==> src/rtl/meter_cfg_regs.vh <==
// Register offsets, field positions, reset values and command codes
`ifndef METER_CFG_REGS_VH
`define METER_CFG_REGS_VH

`define ADDR_CONFIG         5'h00
`define ADDR_I_DC_OFFSET    5'h01
`define ADDR_I_GAIN         5'h02
`define ADDR_V_DC_OFFSET    5'h03
`define ADDR_V_GAIN         5'h04
`define ADDR_CYCLE_LENGTH   5'h05
`define ADDR_PULSE_RATE     5'h06
`define ADDR_STATUS         5'h0f
`define ADDR_PAGE_SELECT    5'h1f
`define ADDR_P3_VDIP_INT    5'h06
`define ADDR_P3_VDIP_LVL    5'h07
`define ADDR_P3_IFLT_INT    5'h0a
`define ADDR_P3_IFLT_LVL    5'h0b
`define PAGE_THREE          6'h03

`define RST_CONFIG          24'h000001
`define RST_DC_OFFSET       24'h000000
`define RST_GAIN            24'h400000
`define RST_CYCLE_LENGTH    24'h000fa0
`define RST_PULSE_RATE      24'h800000
`define RST_STATUS          24'h000000
`define RST_PAGE3           24'h000000

`define CFG_PHASE_MSB       23
`define CFG_PHASE_LSB       17
`define CFG_IGAIN_BIT       16
`define CFG_OPEN_DRAIN_BIT  15
`define CFG_IRQ_PULSE_BIT   12
`define CFG_IRQ_POL_BIT     11
`define CFG_CPU_INV_BIT     4
`define CFG_DIV_MSB         3
`define CFG_DIV_LSB         0
`define CFG_WRITABLE_MASK   24'hff981f
`define STATUS_DONE_BIT     23

`define CMD_CAL_PREFIX      3'b110
`define CAL_OFFSET_DC       3'b001
`define CAL_GAIN_DC         3'b010
`define CAL_OFFSET_AC       3'b101
`define CAL_GAIN_AC         3'b110
`define CONVS_PER_CYCLE_MUL 11'd1024
`define PULSE_RATE_DIV      12'd2048

`endif

==> src/rtl/clock_divider.v <==
// Divides the master clock by a four-bit factor, zero meaning sixteen
`timescale 1ns/1ps
`default_nettype none
module clock_divider (
    input  wire       clk,
    input  wire       rst_n,
    input  wire [3:0] divide_by,
    output reg        tick
);
    reg [3:0] count_reg;
    // Zero wraps to fifteen, so the period is sixteen
    wire [3:0] last_count = divide_by - 4'h1;

    always @(posedge clk or negedge rst_n) begin
        if (!rst_n) begin
            count_reg <= 4'h0;
            tick      <= 1'b0;
        end else if (count_reg >= last_count) begin
            count_reg <= 4'h0;
            tick      <= 1'b1;
        end else begin
            count_reg <= count_reg + 4'h1;
            tick      <= 1'b0;
        end
    end
endmodule // clock_divider
`default_nettype wire

==> src/rtl/energy_pulse_gen.v <==
// Energy pulse generator, toggles at master clock times rate over 2048
`timescale 1ns/1ps
`default_nettype none
module energy_pulse_gen (
    input  wire        clk,
    input  wire        rst_n,
    input  wire        enable,
    input  wire [23:0] rate,
    output reg         pulse
);
    reg  [34:0] acc_reg;
    wire [23:0] magnitude = rate[23] ? (~rate + 24'h000001) : rate;
    // Rate is a fraction with 23 bits, divided further by 2048
    wire [34:0] limit = 35'h400000000;
    wire [34:0] sum   = acc_reg + {11'h000, magnitude};

    always @(posedge clk or negedge rst_n) begin
        if (!rst_n) begin
            acc_reg <= 35'h000000000;
            pulse   <= 1'b0;
        end else if (enable) begin
            if (sum >= limit) begin
                acc_reg <= sum - limit;
                pulse   <= ~pulse;
            end else begin
                acc_reg <= sum;
            end
        end
    end
endmodule // energy_pulse_gen
`default_nettype wire

==> src/rtl/meter_config_calibration_regs.v <==
// Configuration and calibration register bank of an energy meter
//
// Contract
// - Calibration command low five bits select which calibration runs.
// - Upper selector bits pick channels; lower three pick offset or gain.
// - Page 3 dip and fault registers decode at 6, 7, 10, 11.
// - Seven-bit signed phase field delays voltage channel; resets zero.
// - Config bit 16 selects current gain 10 or 50.
// - Drive bit makes first two energy pins pull-down only.
// - Two interrupt style bits choose level or pulse and polarity.
// - Clock invert bit inverts the processor clock output.
// - Internal clock is master over four-bit divider; zero means 16.
// - DC offsets reset zero; DC offset calibration overwrites them, sets done.
// - DC offsets are 24-bit signed fractions.
// - Gains reset 1.0; gain calibration overwrites them, sets done.
// - Gains are unsigned with two integer bits.
// - Cycle length N resets 4000; cycles last 1024 times N.
// - Pulse outputs toggle at clock times rate over 2048.
// - Negative pulse rate behaves like its magnitude.
// - Done flag marks calibration end and each computation cycle.
// - Writing one clears a status bit; zero leaves it.
// - Register writes take effect only after all 24 data bits.
`timescale 1ns/1ps
`default_nettype none
`include "meter_cfg_regs.vh"
module meter_config_calibration_regs (
    input  wire        clk,
    input  wire        rst_n,
    input  wire        cmd_valid,
    input  wire [7:0]  cmd_byte,
    input  wire        wr_data_valid,
    input  wire [23:0] wr_data,
    output reg  [23:0] rd_data,
    output reg         rd_valid,
    input  wire        run_continuous,
    input  wire        meas_valid,
    input  wire [23:0] meas_i_offset,
    input  wire [23:0] meas_v_offset,
    input  wire [23:0] meas_i_gain,
    input  wire [23:0] meas_v_gain,
    input  wire        irq_event,
    input  wire        energy_sense,
    output wire [6:0]  phase_comp_delay,
    output wire        current_gain_50,
    output wire        irq_out,
    output wire        processor_clock_out,
    output wire        divided_internal_clock,
    output wire        energy_pulse_one_out,
    output wire        energy_pulse_one_oe,
    output wire        energy_pulse_two_out,
    output wire        energy_pulse_two_oe,
    output wire        energy_pulse_three,
    output wire        cycle_done_flag,
    output reg         calibration_busy
);
    localparam ST_IDLE = 2'd0;
    localparam ST_WAIT = 2'd1;
    localparam ST_CAL  = 2'd2;

    reg [23:0] config_reg;
    reg [23:0] i_offset_reg;
    reg [23:0] i_gain_reg;
    reg [23:0] v_offset_reg;
    reg [23:0] v_gain_reg;
    reg [23:0] cycle_length_reg;
    reg [23:0] pulse_rate_reg;
    reg [23:0] status_reg;
    reg [5:0]  page_reg;
    reg [23:0] vdip_int_reg;
    reg [23:0] vdip_lvl_reg;
    reg [23:0] iflt_int_reg;
    reg [23:0] iflt_lvl_reg;
    reg [1:0]  state_reg;
    reg        wr_pending_reg;
    reg [4:0]  wr_addr_reg;
    reg [4:0]  cal_sel_reg;
    reg [33:0] cycle_count_reg;
    reg [1:0]  irq_sync_reg;
    reg        irq_prev_reg;
    reg        irq_pulse_reg;
    reg        cpu_clk_reg;

    wire       div_tick;
    wire       cal_cmd;
    wire       rw_cmd;
    wire       is_write;
    wire [4:0] cmd_addr;
    wire       page3;
    wire       cycle_end;
    wire       cal_done;
    wire       set_done;
    wire       irq_level;
    wire       irq_rise;
    wire [33:0] cycle_limit;
    wire       e_pulse;

    assign cal_cmd  = cmd_valid && (cmd_byte[7:5] == `CMD_CAL_PREFIX);
    assign rw_cmd   = cmd_valid && !cmd_byte[7] && !cmd_byte[0];
    assign is_write = cmd_byte[6];
    assign cmd_addr = cmd_byte[5:1];
    assign page3    = (page_reg == `PAGE_THREE);

    // Config fields drive the block outputs
    // Phase field out
    assign phase_comp_delay = config_reg[`CFG_PHASE_MSB:`CFG_PHASE_LSB];
    assign current_gain_50  = config_reg[`CFG_IGAIN_BIT];

    clock_divider u_div (
        .clk       (clk),
        .rst_n     (rst_n),
        .divide_by (config_reg[`CFG_DIV_MSB:`CFG_DIV_LSB]),
        .tick      (div_tick)
    );
    assign divided_internal_clock = div_tick;

    always @(posedge clk or negedge rst_n) begin
        if (!rst_n) begin
            cpu_clk_reg <= 1'b0;
        end else if (div_tick) begin
            cpu_clk_reg <= ~cpu_clk_reg;
        end
    end
    assign processor_clock_out = cpu_clk_reg ^ config_reg[`CFG_CPU_INV_BIT];

    // Pulse generator from the rate register
    energy_pulse_gen u_pulse (
        .clk    (clk),
        .rst_n  (rst_n),
        .enable (energy_sense),
        .rate   (pulse_rate_reg),
        .pulse  (e_pulse)
    );

    assign energy_pulse_one_out = config_reg[`CFG_OPEN_DRAIN_BIT] ?
                                  1'b0 : e_pulse;
    assign energy_pulse_one_oe  = config_reg[`CFG_OPEN_DRAIN_BIT] ?
                                  ~e_pulse : 1'b1;
    assign energy_pulse_two_out = energy_pulse_one_out;
    assign energy_pulse_two_oe  = energy_pulse_one_oe;
    assign energy_pulse_three   = e_pulse;

    // Computation cycle length in divided ticks
    assign cycle_limit = {10'h000, cycle_length_reg} *
                         {23'h000000, `CONVS_PER_CYCLE_MUL};
    assign cycle_end = run_continuous && div_tick &&
                       (cycle_count_reg + 34'h1 >= cycle_limit);
    always @(posedge clk or negedge rst_n) begin
        if (!rst_n) begin
            cycle_count_reg <= 34'h0;
        end else if (!run_continuous || cycle_end) begin
            cycle_count_reg <= 34'h0;
        end else if (div_tick) begin
            cycle_count_reg <= cycle_count_reg + 34'h1;
        end
    end

    // Calibration sequencer: waits for a measurement over one cycle
    assign cal_done = (state_reg == ST_CAL) && meas_valid;
    always @(posedge clk or negedge rst_n) begin
        if (!rst_n) begin
            state_reg        <= ST_IDLE;
            cal_sel_reg      <= 5'h00;
            calibration_busy <= 1'b0;
        end else begin
            case (state_reg)
            ST_IDLE: begin
                if (cal_cmd) begin
                    cal_sel_reg      <= cmd_byte[4:0];
                    state_reg        <= ST_CAL;
                    calibration_busy <= 1'b1;
                end
            end
            ST_CAL: begin
                if (meas_valid) begin
                    state_reg        <= ST_IDLE;
                    calibration_busy <= 1'b0;
                end
            end
            default: begin
                state_reg <= ST_IDLE;
            end
            endcase
        end
    end

    assign set_done = cal_done || cycle_end;
    assign cycle_done_flag = status_reg[`STATUS_DONE_BIT];

    // Register writes; data arrives only after the full 24 bits
    always @(posedge clk or negedge rst_n) begin
        if (!rst_n) begin
            wr_pending_reg <= 1'b0;
            wr_addr_reg    <= 5'h00;
        end else if (rw_cmd && is_write) begin
            wr_pending_reg <= 1'b1;
            wr_addr_reg    <= cmd_addr;
        end else if (wr_data_valid) begin
            wr_pending_reg <= 1'b0;
        end
    end

    always @(posedge clk or negedge rst_n) begin
        if (!rst_n) begin
            config_reg       <= `RST_CONFIG;
            i_offset_reg     <= `RST_DC_OFFSET;
            i_gain_reg       <= `RST_GAIN;
            v_offset_reg     <= `RST_DC_OFFSET;
            v_gain_reg       <= `RST_GAIN;
            cycle_length_reg <= `RST_CYCLE_LENGTH;
            pulse_rate_reg   <= `RST_PULSE_RATE;
            status_reg       <= `RST_STATUS;
            page_reg         <= 6'h00;
            vdip_int_reg     <= `RST_PAGE3;
            vdip_lvl_reg     <= `RST_PAGE3;
            iflt_int_reg     <= `RST_PAGE3;
            iflt_lvl_reg     <= `RST_PAGE3;
        end else begin
            if (wr_pending_reg && wr_data_valid) begin
                if (wr_addr_reg == `ADDR_PAGE_SELECT) begin
                    page_reg <= wr_data[5:0];
                end else if (page3) begin
                    if (wr_addr_reg == `ADDR_P3_VDIP_INT) begin
                        vdip_int_reg <= wr_data;
                    end else if (wr_addr_reg == `ADDR_P3_VDIP_LVL) begin
                        vdip_lvl_reg <= wr_data;
                    end else if (wr_addr_reg == `ADDR_P3_IFLT_INT) begin
                        iflt_int_reg <= wr_data;
                    end else if (wr_addr_reg == `ADDR_P3_IFLT_LVL) begin
                        iflt_lvl_reg <= wr_data;
                    end
                end else if (wr_addr_reg == `ADDR_CONFIG) begin
                    config_reg <= wr_data & `CFG_WRITABLE_MASK;
                end else if (wr_addr_reg == `ADDR_I_DC_OFFSET) begin
                    i_offset_reg <= wr_data;
                end else if (wr_addr_reg == `ADDR_I_GAIN) begin
                    i_gain_reg <= wr_data;
                end else if (wr_addr_reg == `ADDR_V_DC_OFFSET) begin
                    v_offset_reg <= wr_data;
                end else if (wr_addr_reg == `ADDR_V_GAIN) begin
                    v_gain_reg <= wr_data;
                end else if (wr_addr_reg == `ADDR_CYCLE_LENGTH) begin
                    cycle_length_reg <= wr_data;
                end else if (wr_addr_reg == `ADDR_PULSE_RATE) begin
                    pulse_rate_reg <= wr_data;
                end
            end
            // Write one to clear, set wins
            if (wr_pending_reg && wr_data_valid && !page3 &&
                wr_addr_reg == `ADDR_STATUS) begin
                status_reg <= status_reg & ~wr_data;
            end
            if (set_done) begin
                status_reg[`STATUS_DONE_BIT] <= 1'b1;
            end
            // Only the selected channel and type
            if (cal_done) begin
                if (cal_sel_reg[2:0] == `CAL_OFFSET_DC) begin
                    if (cal_sel_reg[3]) i_offset_reg <= meas_i_offset;
                    if (cal_sel_reg[4]) v_offset_reg <= meas_v_offset;
                end
                // Both DC and AC gain codes update gains
                if (cal_sel_reg[2:0] == `CAL_GAIN_DC ||
                    cal_sel_reg[2:0] == `CAL_GAIN_AC) begin
                    if (cal_sel_reg[3]) i_gain_reg <= meas_i_gain;
                    if (cal_sel_reg[4]) v_gain_reg <= meas_v_gain;
                end
            end
        end
    end

    // Reads answer the cycle after the read command
    always @(posedge clk or negedge rst_n) begin
        if (!rst_n) begin
            rd_data  <= 24'h000000;
            rd_valid <= 1'b0;
        end else begin
            rd_valid <= rw_cmd && !is_write;
            if (rw_cmd && !is_write) begin
                if (cmd_addr == `ADDR_PAGE_SELECT) begin
                    rd_data <= {18'h00000, page_reg};
                end else if (page3) begin
                    if (cmd_addr == `ADDR_P3_VDIP_INT) rd_data <= vdip_int_reg;
                    else if (cmd_addr == `ADDR_P3_VDIP_LVL)
                        rd_data <= vdip_lvl_reg;
                    else if (cmd_addr == `ADDR_P3_IFLT_INT)
                        rd_data <= iflt_int_reg;
                    else if (cmd_addr == `ADDR_P3_IFLT_LVL)
                        rd_data <= iflt_lvl_reg;
                    else rd_data <= 24'h000000;
                end else if (cmd_addr == `ADDR_CONFIG) rd_data <= config_reg;
                else if (cmd_addr == `ADDR_I_DC_OFFSET)
                    rd_data <= i_offset_reg;
                else if (cmd_addr == `ADDR_I_GAIN) rd_data <= i_gain_reg;
                else if (cmd_addr == `ADDR_V_DC_OFFSET)
                    rd_data <= v_offset_reg;
                else if (cmd_addr == `ADDR_V_GAIN) rd_data <= v_gain_reg;
                else if (cmd_addr == `ADDR_CYCLE_LENGTH)
                    rd_data <= cycle_length_reg;
                else if (cmd_addr == `ADDR_PULSE_RATE)
                    rd_data <= pulse_rate_reg;
                else if (cmd_addr == `ADDR_STATUS) rd_data <= status_reg;
                else rd_data <= 24'h000000;
            end
        end
    end

    // Interrupt pin style; event comes from another domain
    always @(posedge clk or negedge rst_n) begin
        if (!rst_n) begin
            irq_sync_reg  <= 2'b00;
            irq_prev_reg  <= 1'b0;
            irq_pulse_reg <= 1'b0;
        end else begin
            irq_sync_reg  <= {irq_sync_reg[0], irq_event};
            irq_prev_reg  <= irq_sync_reg[1];
            irq_pulse_reg <= irq_rise;
        end
    end
    assign irq_level = irq_sync_reg[1];
    assign irq_rise  = irq_sync_reg[1] && !irq_prev_reg;
    // Pulse styles idle at the opposite level of their edge
    assign irq_out = config_reg[`CFG_IRQ_PULSE_BIT] ?
                     (config_reg[`CFG_IRQ_POL_BIT] ? irq_pulse_reg
                                                   : ~irq_pulse_reg) :
                     (config_reg[`CFG_IRQ_POL_BIT] ? irq_level
                                                   : ~irq_level);
endmodule // meter_config_calibration_regs
`default_nettype wire

==> config.mk <==
export PLATFORM = sky130hd
export DESIGN_NAME = meter_config_calibration_regs
export DESIGN_NICKNAME = d
export VERILOG_FILES = /design/src/rtl/clock_divider.v /design/src/rtl/energy_pulse_gen.v /design/src/rtl/meter_config_calibration_regs.v
export VERILOG_INCLUDE_DIRS = /design/src /design/src/rtl
export SDC_FILE = /design/constraint.sdc
export NUM_CORES = 1
export LEC_CHECK = 0
export BUFFER_PORTS_ARGS = -buffer_cell sky130_fd_sc_hd__clkbuf_2
export CORE_UTILIZATION = 40
export DETAILED_ROUTE_END_ITERATION = 16
export SYNTH_ARGS = -nofsm -noshare
export SYNTH_HDL_FRONTEND = slang
export SYNTH_SLANG_ARGS = --single-unit
==> constraint.sdc <==
create_clock -name clk -period 6.6 [get_ports clk]
set_input_delay 0.99 -clock clk [delete_from_list [all_inputs] [get_ports clk]]
set_output_delay 0.99 -clock clk [all_outputs]
set_load 0.01 [all_outputs]
## Word level (Yosys, flattened, before mapping)

Cells that the tools add are included.

- Bits in registers: 405
- Output and inout bits: 43
- Word-level logic and storage cells: 201
- Memory bits (writable): 0
- Memory bits (read-only): 0
- Bits in latches: 0
- Input bits: 136
- Memories kept: 0

- Add/sub/neg operators: 6
- Bitwise gates (word level): 19
- $mul: 0
- Reductions and logical operators: 40
- Shifts and indexed selects: 0
- Divide/modulo/power cells: 0
- $lt $le $gt $ge: 3
- Muxes and demuxes: 73
- Equal/unequal tests: 30

Operator list:

| kind | count |
|---|---|
| 24-bit two-way mux | 54 |
| 34-bit two-way mux | 2 |
| 24-bit NOT | 2 |
| 5-bit by 3-bit equality test with 1-bit output (second input constant) | 8 |
| 35-bit by 24-bit adder with 35-bit output | 1 |
| 35-bit greater-or-equal comparator (second input constant) | 1 |
| 35-bit two-way mux | 1 |
| 35-bit subtractor (second input constant) | 1 |
| 34-bit by 1-bit adder with 34-bit output (second input constant) | 1 |
| 34-bit greater-or-equal comparator | 1 |
| 5-bit by 4-bit equality test with 1-bit output (second input constant) | 6 |
| 24-bit by 1-bit adder with 24-bit output (second input constant) | 1 |
| 24-bit bitwise AND | 1 |
| 5-bit by 2-bit equality test with 1-bit output (second input constant) | 4 |
| 1-bit NOT | 15 |
| 1-bit logical AND | 12 |
| 1-bit two-way mux | 11 |
| 5-bit by 1-bit equality test with 1-bit output (second input constant) | 2 |
| 5-bit equality test (second input constant) | 2 |
| 5-bit zero test | 2 |
| 10-bit AND reduction | 1 |
| 9-bit AND reduction | 1 |
| 2-bit AND reduction | 4 |
| 4-bit AND reduction | 2 |
| other kinds (22) | 35 |

## Logic depth before layout (Yosys ltp)

Gate-level depths: netlist (run 1).

- Depth after elaboration: 12
- Depth in mapped cells: 18
- Mapped depth without buffers: 16

## Cells and area by module

Synthesis (run 1) repeated with hierarchy kept, for this count alone.

- Cells, all modules: 2137
- Area total of the unflattened synthesis: 21913.5 um^2

By module, submodules not included:

| module | cells an instance | area each (um^2) | instances | seq. area each (um^2) |
|---|---|---|---|---|
| meter_config_calibration_regs | 1751 | 18405.2 | 1 | 9071.2 |
| energy_pulse_gen | 355 | 3168.0 | 1 | 900.9 |
| clock_divider | 31 | 340.3 | 1 | 125.1 |

## Worst setup path before layout (run 1)

Ideal clock, no wire load.

- Kind: reg-to-reg
- Start point: register cycle_count_reg[0]
- End point: register cycle_count_reg[6]
- Data required time: 6476 ps
- Path buffers: 1
- Period minus slack after synthesis: 3968 ps
- Arrival: 3844 ps
- Setup time: 124 ps
- Cell stages (with the launch flop): 17
- Slack: 2632 ps
- Cell sequence: dfrtp_1 and4_1 nand4_1 or2_2 nor2_2 nand3_1 xnor2_1 ha_1 nand4_1 nor2_1 nand4_1 or4_1 or4_4 nand4_4 buf_6 nor3b_1 o31a_1

- Cells in the longest elaborated chain, start to end: 5
- Elaborated cells on any way between the ends: 7
- Classes of those cells: add/sub: 1; order compare: 1; mux: 2; reduce/logical: 3

RTL lines:

| element | line | source |
|---|---|---|
| start: declaration | meter_config_calibration_regs.v:77 | `reg [33:0] cycle_count_reg;` |
| start signal: assignment | meter_config_calibration_regs.v:153 | `cycle_count_reg <= cycle_count_reg + 34'h1;` |
| 34-bit by 1-bit adder with 34-bit output * | meter_config_calibration_regs.v:146, meter_config_calibration_regs.v:153 |  |
| 34-bit greater-or-equal comparator | meter_config_calibration_regs.v:146 | `(cycle_count_reg + 34'h1 >= cycle_limit);` |
| 1-bit logical AND | meter_config_calibration_regs.v:145 | `assign cycle_end = run_continuous && div_tick &&` |
| 1-bit logical OR | meter_config_calibration_regs.v:150 | `end else if (!run_continuous \|\| cycle_end) begin` |
| 34-bit two-way mux / 2-bit nonzero test (equally long branches) | -- |  |

Mark *: on every way between the ends. The rest lies on a longest branch, timed or not. The select of a mux whose other input is x is not followed.
A chain may end at the register's enable or synchronous reset.

## Final worst setup path (run 1)

- Start point: register cycle_count_reg[2]
- End point: register cycle_count_reg[1]

- Cells in the longest elaborated chain, start to end: 5
- Elaborated cells on any way between the ends: 6
- Classes of those cells: add/sub: 1; order compare: 1; mux: 1; reduce/logical: 3

RTL lines:

| element | line |
|---|---|
| 34-bit by 1-bit adder with 34-bit output * | meter_config_calibration_regs.v:146 |
| 34-bit greater-or-equal comparator * | meter_config_calibration_regs.v:146 |
| 1-bit logical AND * | meter_config_calibration_regs.v:145 |
| 1-bit logical OR * | meter_config_calibration_regs.v:150 |
| 34-bit two-way mux / 2-bit nonzero test (equally long branches) | -- |

Mark *: on every way between the ends. The rest lies on a longest branch, timed or not.

==> impl_metrics.csv, run 1 <==
group,metric,value,unit
timing,period_minus_slack,4.926,ns
placement,hpwl,47.11,mm
clocking,ctsResizeCount,0,
finish,fin_cells,2866,
clocking,clock-sinks,403,
clocking,hold_buffers,0,
clocking,clock_path_buffers,3,
job,cap_violations,0,
setup_path,critPathArrivalTime,5.39,ns
drt,drt-wirelength-per-cell,23.82,µm
setup_path,regToRegEndpoint,"cycle_count_reg[1]",
finish,largest_reg_flops,35,
setup_path,worstRegToRegCells,15,
setup_path,endpoint_kind,"register",
timing,finalHoldViolations,0,
clocking,clk_pin_slew,0.06,ns
status,status,"finished, final reports clean",
synth,syn-num-nets,2236,
timing,maxSlewHeadroom,10.31,%
timing,fin_crit_sh,74.64,%
drt,viasPerCell,5.871,
timing,tns,0,ns
synth,async_flop_share,100.0,%
placement,dp.cells,2783,
drt,initialDrtViolationCount,1529,
finish,areaGrowthSynthToFinish,13.68,%
synth,synth-main-ff-cell,"dfrtp_1",
global_routing,grt_first_pass_wirelength,104.3,mm
pwr,p_total,7586,µW
timing,holdWs,0.3516,ns
global_routing,grt_max_degree,179,
floorplan,fp.coreArea,52550,µm²
pwr,leakagePower,0.01103,µW
placement,portBuffers,178,
drt,drc_errors,0,
synth,synth_cell_types,74,
synth,netlist_area,21270,µm²
global_routing,antenna_found_initial,2,
floorplan,die_area,54090,µm²
clocking,root_buffer,"clkbuf_16",
synth,yosysWarningCount,0,
timing,drv_slew,0,
global_routing,grt_usage,25.65,%
placement,gp_congestion,0.8651,
clocking,cts_max_level,2,
setup_path,cp-startpoint,"cycle_count_reg[2]",
drt,vias,16830,
floorplan,die_h,232.6,µm
synth,synth-edff-count,0,
setup_path,rrSetupSlack,1.67,ns
clocking,cts_setup_buffers,0,
synth,synthCells,2041,
finish,diodes,0,
pwr,ir_drop,156.9,µV
finish,final_layout_size_suffix_gt1_share,22.31,%
synth,synthMostInstantiatedCell,"dfrtp_1",
setup_path,worst-path-max-fanout,42,
setup_path,path_class,"register to register",
timing,rsz0062_at_grt,"false",
worst_hold_path,hp-class,"register to register",
worst_hold_path,min_from,"irq_sync_reg[0]",
drt,postRouteAntennaNets,0,
synth,synth.avg_cell_area,10.42,µm²
drt,first_pass_iters,8,
synth,yosys-top-cells-count,"dfrtp_1, nand2_1, mux2_2, o21ai_0, clkbuf_1",
floorplan,start_util,40.47,%
synth,synth_top_area_share,46.25,%
worst_hold_path,hold_depth,0,
clocking,clk_latency,0.58,ns
timing,skew,0.01677,ns
timing,worst_pin_slew,1.345,ns
setup_path,crit_required,7.07,ns
global_routing,overflow,0,
pwr,p_per_area,313.8,nW/µm²
synth,yosysTopAreaCell,"dfrtp_1",
synth,synthTopCellsByArea,"dfrtp_1, mux2_2, mux2i_1, nand2_1, o21ai_0",
setup_path,startpoint_type,"register",
timing,setup_viol,0,
floorplan,die_width,232.6,µm
floorplan,io_pins,179,
global_routing,first_global_vias,16900,
clocking,cts-buffers-inserted,46,
floorplan,rows,84,
timing,max_freq,203.0,MHz
synth,synth_seq_cells,403,
finish,layout.nets,2338,
synth,yosysSeqAreaShare,47.48,%
clocking,cts_tree,"built",
setup_path,reg2reg_from,"cycle_count_reg[2]",
worst_hold_path,hold-path-endpoint,"irq_sync_reg[1]",
drt,wirelength,68.28,mm
-- worst max path at each step --
stage	to	slack [ns]
finish	cycle_count_reg[1]	1.67
detailed placement	cycle_count_reg[16]	1.70
floorplan	cycle_count_reg[6]	2.63
CTS	cycle_count_reg[1]	1.68
global route	cycle_count_reg[16]	1.31
global placement	cycle_count_reg[1]	1.78
-- power by group --
| part | switching [µW] | internal [µW] | total [µW] | leakage [µW] |
|---|---|---|---|---|
| clock | 1080 | 1620 | 2700 | 0.000762 |
| combinational | 933 | 719 | 1650 | 0.00496 |
| sequential | 355 | 2880 | 3240 | 0.00531 |
| total | 2360 | 5220 | 7590 | 0.0110 |
-- layer usage --
| metal | up-vias | part of all wire, % | GRT usage [%] |
|---|---|---|---|
| met3 | 139 | 7.0 | 4.400 |
| met4 | 0 | 3.5 | 10.09 |
| met5 | - | 0 | 0 |
| met1 | 8470 | 44 | 35.09 |
| li1 | 7594 | - | - |
| met2 | 623 | 46 | 40.32 |
-- layout by cell type, fill, tap and decap left out, types with 23 or more instances in the layout --
master	synthesis	routed
nand2_1	231	231
dfrtp_1	393	393
mux2i_1	107	107
a222oi_1	28	28
a21o_1	28	28
ha_1	58	58
inv_1	47	47
a22oi_1	48	48
nor2_1	81	75
mux2_2	168	168
a21oi_1	83	83
xnor2_1	60	60
o21ai_0	153	153
and3_1	23	23
clkbuf_2	0	177
clkbuf_16	0	47
buf_4	15	26
a21boi_0	24	24
xor2_1	25	25
nand3_1	42	41
-- critical path, stage by stage, from the launching register on --
cell     delay [ns]
dfrtp_1        0.50
and4_1         0.27
nand4_1        0.28
or2_2          0.42
nor2_2         0.30
nand3_1        0.17
xnor2_1        0.16
ha_1           0.31
nand4_1        0.10
nor2_1         0.15
nand4_1        0.18
or4_1          0.57
or4_4          0.44
nand4_4        0.45
nor2_2         0.21
a22o_1         0.28
-- through the flow --
stage / setup slack [ns] / utilization, % / instance area (µm²)
floorplan: 2.632 / - / 21270
global placement: 1.783 / 43.03 / 22610
global route: 1.314 / 46.00 / 24170
finish: 1.674 / 46.00 / 24170
detailed placement: 1.696 / 43.03 / 22610
CTS: 1.676 / 46.00 / 24170
-- final cells by class --
class | instances | area, µm²
clock buffers | 67 | 1321
clock inverters | 16 | 239.0
fillers | 4968 | 28380
inverters | 48 | 180.2
multi-input cells | 1438 | 10340
flip-flops and latches | 403 | 10100
well taps | 688 | 860.8
repair buffers | 206 | 1136
-- cells by family (layout without fill, tap and decap cells) --
family	count (synthesis)	in the layout	share of synthesized area, %
AO/OA/AOI/OAI	499	499	15.48
XOR/XNOR	85	85	3.501
adder cells (fa/ha/maj)	59	59	3.507
buffers and inverters	200	337	4.207
flip-flops	403	403	47.48
multiplexers	275	275	13.93
AND/OR/NAND/NOR	520	520	11.89
No activity file was read; power rests on OpenSTA's default activity.
==> inputs of run 2 (changes only) <==
==> constraint.sdc (replaced) <==
create_clock -name clk -period 4.35 [get_ports clk]
set_input_delay 0.6525 -clock clk [delete_from_list [all_inputs] [get_ports clk]]
set_output_delay 0.6525 -clock clk [all_outputs]
set_load 0.01 [all_outputs]
==> impl_metrics.csv, run 2 (synthesis results as in run 1) <==
group,metric,value,unit
setup_path,cp-startpoint,"cycle_count_reg[1]",
drt,vias,17030,
pwr,seq_power_share,41.8,%
setup_path,endpoint_kind,"register",
drt,wirelength,69.51,mm
floorplan,die_width,232.6,µm
finish,final_cell_mix,"dfrtp_1, nand2_1, clkbuf_2",
timing,tns,0,ns
pwr,internal_power,8113,µW
global_routing,grt_usage,25.85,%
timing,skew,0.02104,ns
global_routing,grt_max_degree,114,
pwr,power.share.switching,30.80,%
timing,worst_pin_slew,1.254,ns
pwr,leakagePower,0.01132,µW
global_routing,use_met1,35.94,%
placement,gp_congestion,0.8907,
floorplan,io_pins,179,
setup_path,startpoint_type,"register",
timing,maxSlewHeadroom,16.23,%
drt,drt-wirelength-per-cell,23.85,µm
floorplan,die_area,54090,µm²
global_routing,top_usage_layer,"met2",
timing,fin_crit_sh,95.22,%
finish,final_core_util,47.00,%
clocking,clk_latency,0.59,ns
finish,largest_reg_flops,35,
timing,rsz0062_at_grt,"true",
drt,viasPerCell,5.841,
drt,initialDrtViolationCount,1570,
drt,drc_errors,0,
floorplan,rows,84,
pwr,netSwitchingPower,3611,µW
pwr,pwr-share-comb,22.2,%
global_routing,antenna_found_initial,1,
clocking,cts_tree,"built",
global_routing,overflow,0,
clocking,clock-sinks,403,
setup_path,crit_required,4.82,ns
drt,postRouteAntennaNets,0,
floorplan,fp.coreArea,52550,µm²
global_routing,grt_first_pass_wirelength,105.0,mm
global_routing,first_global_vias,16870,
placement,portBuffers,178,
finish,layout.nets,2384,
worst_hold_path,hp-class,"primary input to async pin",
job,cap_violations,0,
timing,period_minus_slack,4.142,ns
pwr,p_per_area,474.7,nW/µm²
finish,multi_input_area,10400,µm²
pwr,ir_drop,264.5,µV
setup_path,critPathArrivalTime,4.62,ns
global_routing,grt_use_met3,3.493,%
status,status,"finished, final reports clean",
timing,finalHoldViolations,0,
floorplan,die_h,232.6,µm
setup_path,reg2reg_from,"cycle_count_reg[1]",
timing,max_freq,241.4,MHz
finish,fill_cells,4917,
finish,final_layout_size_suffix_gt1_share,24.65,%
drt,first_pass_iters,6,
clocking,cts_max_level,2,
global_routing,met2_usage,40.64,%
clocking,cts-buffers-inserted,46,
setup_path,path_class,"register to register",
placement,hpwl,49.43,mm
finish,areaGrowthSynthToFinish,16.15,%
finish,regArea,10100,µm²
finish,final_common_cell,"dfrtp_1",
finish,diodes,0,
floorplan,start_util,40.47,%
clocking,clock_path_buffers,3,
timing,drv_slew,0,
clocking,clk_pin_slew,0.06,ns
setup_path,worst-path-max-fanout,20,
pwr,clock_power_share,36.0,%
timing,setup_viol,0,
clocking,root_buffer,"clkbuf_16",
==> run 2: cell types whose count changed in the layout (fill, tap and decap cells not counted), moves of 2 or more <==
cell	change
and3_1	-3
nor2_4	+2
nor2_1	-2
o31ai_2	+2
o31ai_1	-2
buf_12	+2
buf_4	+42
clkbuf_16	+2
and3_4	+3
==> run 2: worst max-delay path: stages, from the launching register on <==
cell	delay [ns]
dfrtp_2	0.42
ha_1	0.18
and3_1	0.19
and4_1	0.23
nand2b_1	0.12
nor2_4	0.16
nand2_1	0.12
xnor2_1	0.16
ha_1	0.30
nand4_1	0.14
nor2_2	0.18
nand4_1	0.12
or4_1	0.56
or4_4	0.45
nand4_4	0.14
buf_8	0.18
nor3b_1	0.07
o31a_1	0.29
==> run 2: layer usage <==
| metal | vias to the layer above | share of wire, % |
|---|---|---|
| li1 | 7695 | - |
| met1 | 8603 | 44 |
| met5 | - | 0.017 |
| met2 | 615 | 46 |
| met4 | 2 | 3.6 |
| met3 | 111 | 6.3 |
==> run 2: timing repair <==
action	4_1_cts	5_1_grt
hold buffers	0	0
buffers inserted	0	3
resized for setup	1	21
pin swaps	0	7
setup endpoints to repair	1	50
==> run 2: power by group through the flow <==
stage	Clock [µW]	Sequential (µW)	Combinational [µW]
2_1_floorplan	0	4740	1860
3_3_place_gp	0	4930	2490
3_5_place_dp	0	4940	2560
4_1_cts	4300	4890	2570
5_1_grt	4450	4960	2930
6_report	4230	4900	2600
==> run 2: layout make-up <==
class,count,share of cell area [%]
clock buffers,68,5.537
clock inverters,18,1.109
inverters,48,0.7294
multi-input cells,1438,42.11
flip-flops and latches,403,40.88
well taps,688,3.485
repair buffers,252,6.145
==> run 2: through the flow <==
step / area [µm²] / total power [µW] / setup WS (ns) / hold WS, ns / instances
final: 24700 / 11720 / 0.2081 / 0.1282 / 2915
after global routing: 24700 / 12340 / -0.05089 / 0.1571 / 2915
after CTS: 24600 / 11750 / 0.001720 / 0.1454 / 2912
after detailed placement: 22960 / 7502 / 0.01846 / 0.3702 / 2826
after global placement: 22960 / 7424 / 0.06327 / 0.3585 / 2826
after floorplan: 21270 / 6600 / 0.3818 / 0.3312 / 2041
==> run 2: final timing paths <==
| check | to | slack (ns) | cells past startpoint |
|---|---|---|---|
| worst max register to register | cycle_count_reg[6] | 0.21 | 17 |
| worst min-delay path | v_offset_reg[8] | 0.13 | 1 |
| worst max-delay path | cycle_count_reg[6] | 0.21 | 17 |
| min in group clk | irq_sync_reg[0] | 0.17 | 1 |
| max in group asynchronous | cycle_length_reg[10] | 3.10 | 2 |
| worst min register to register | irq_sync_reg[1] | 0.37 | 0 |
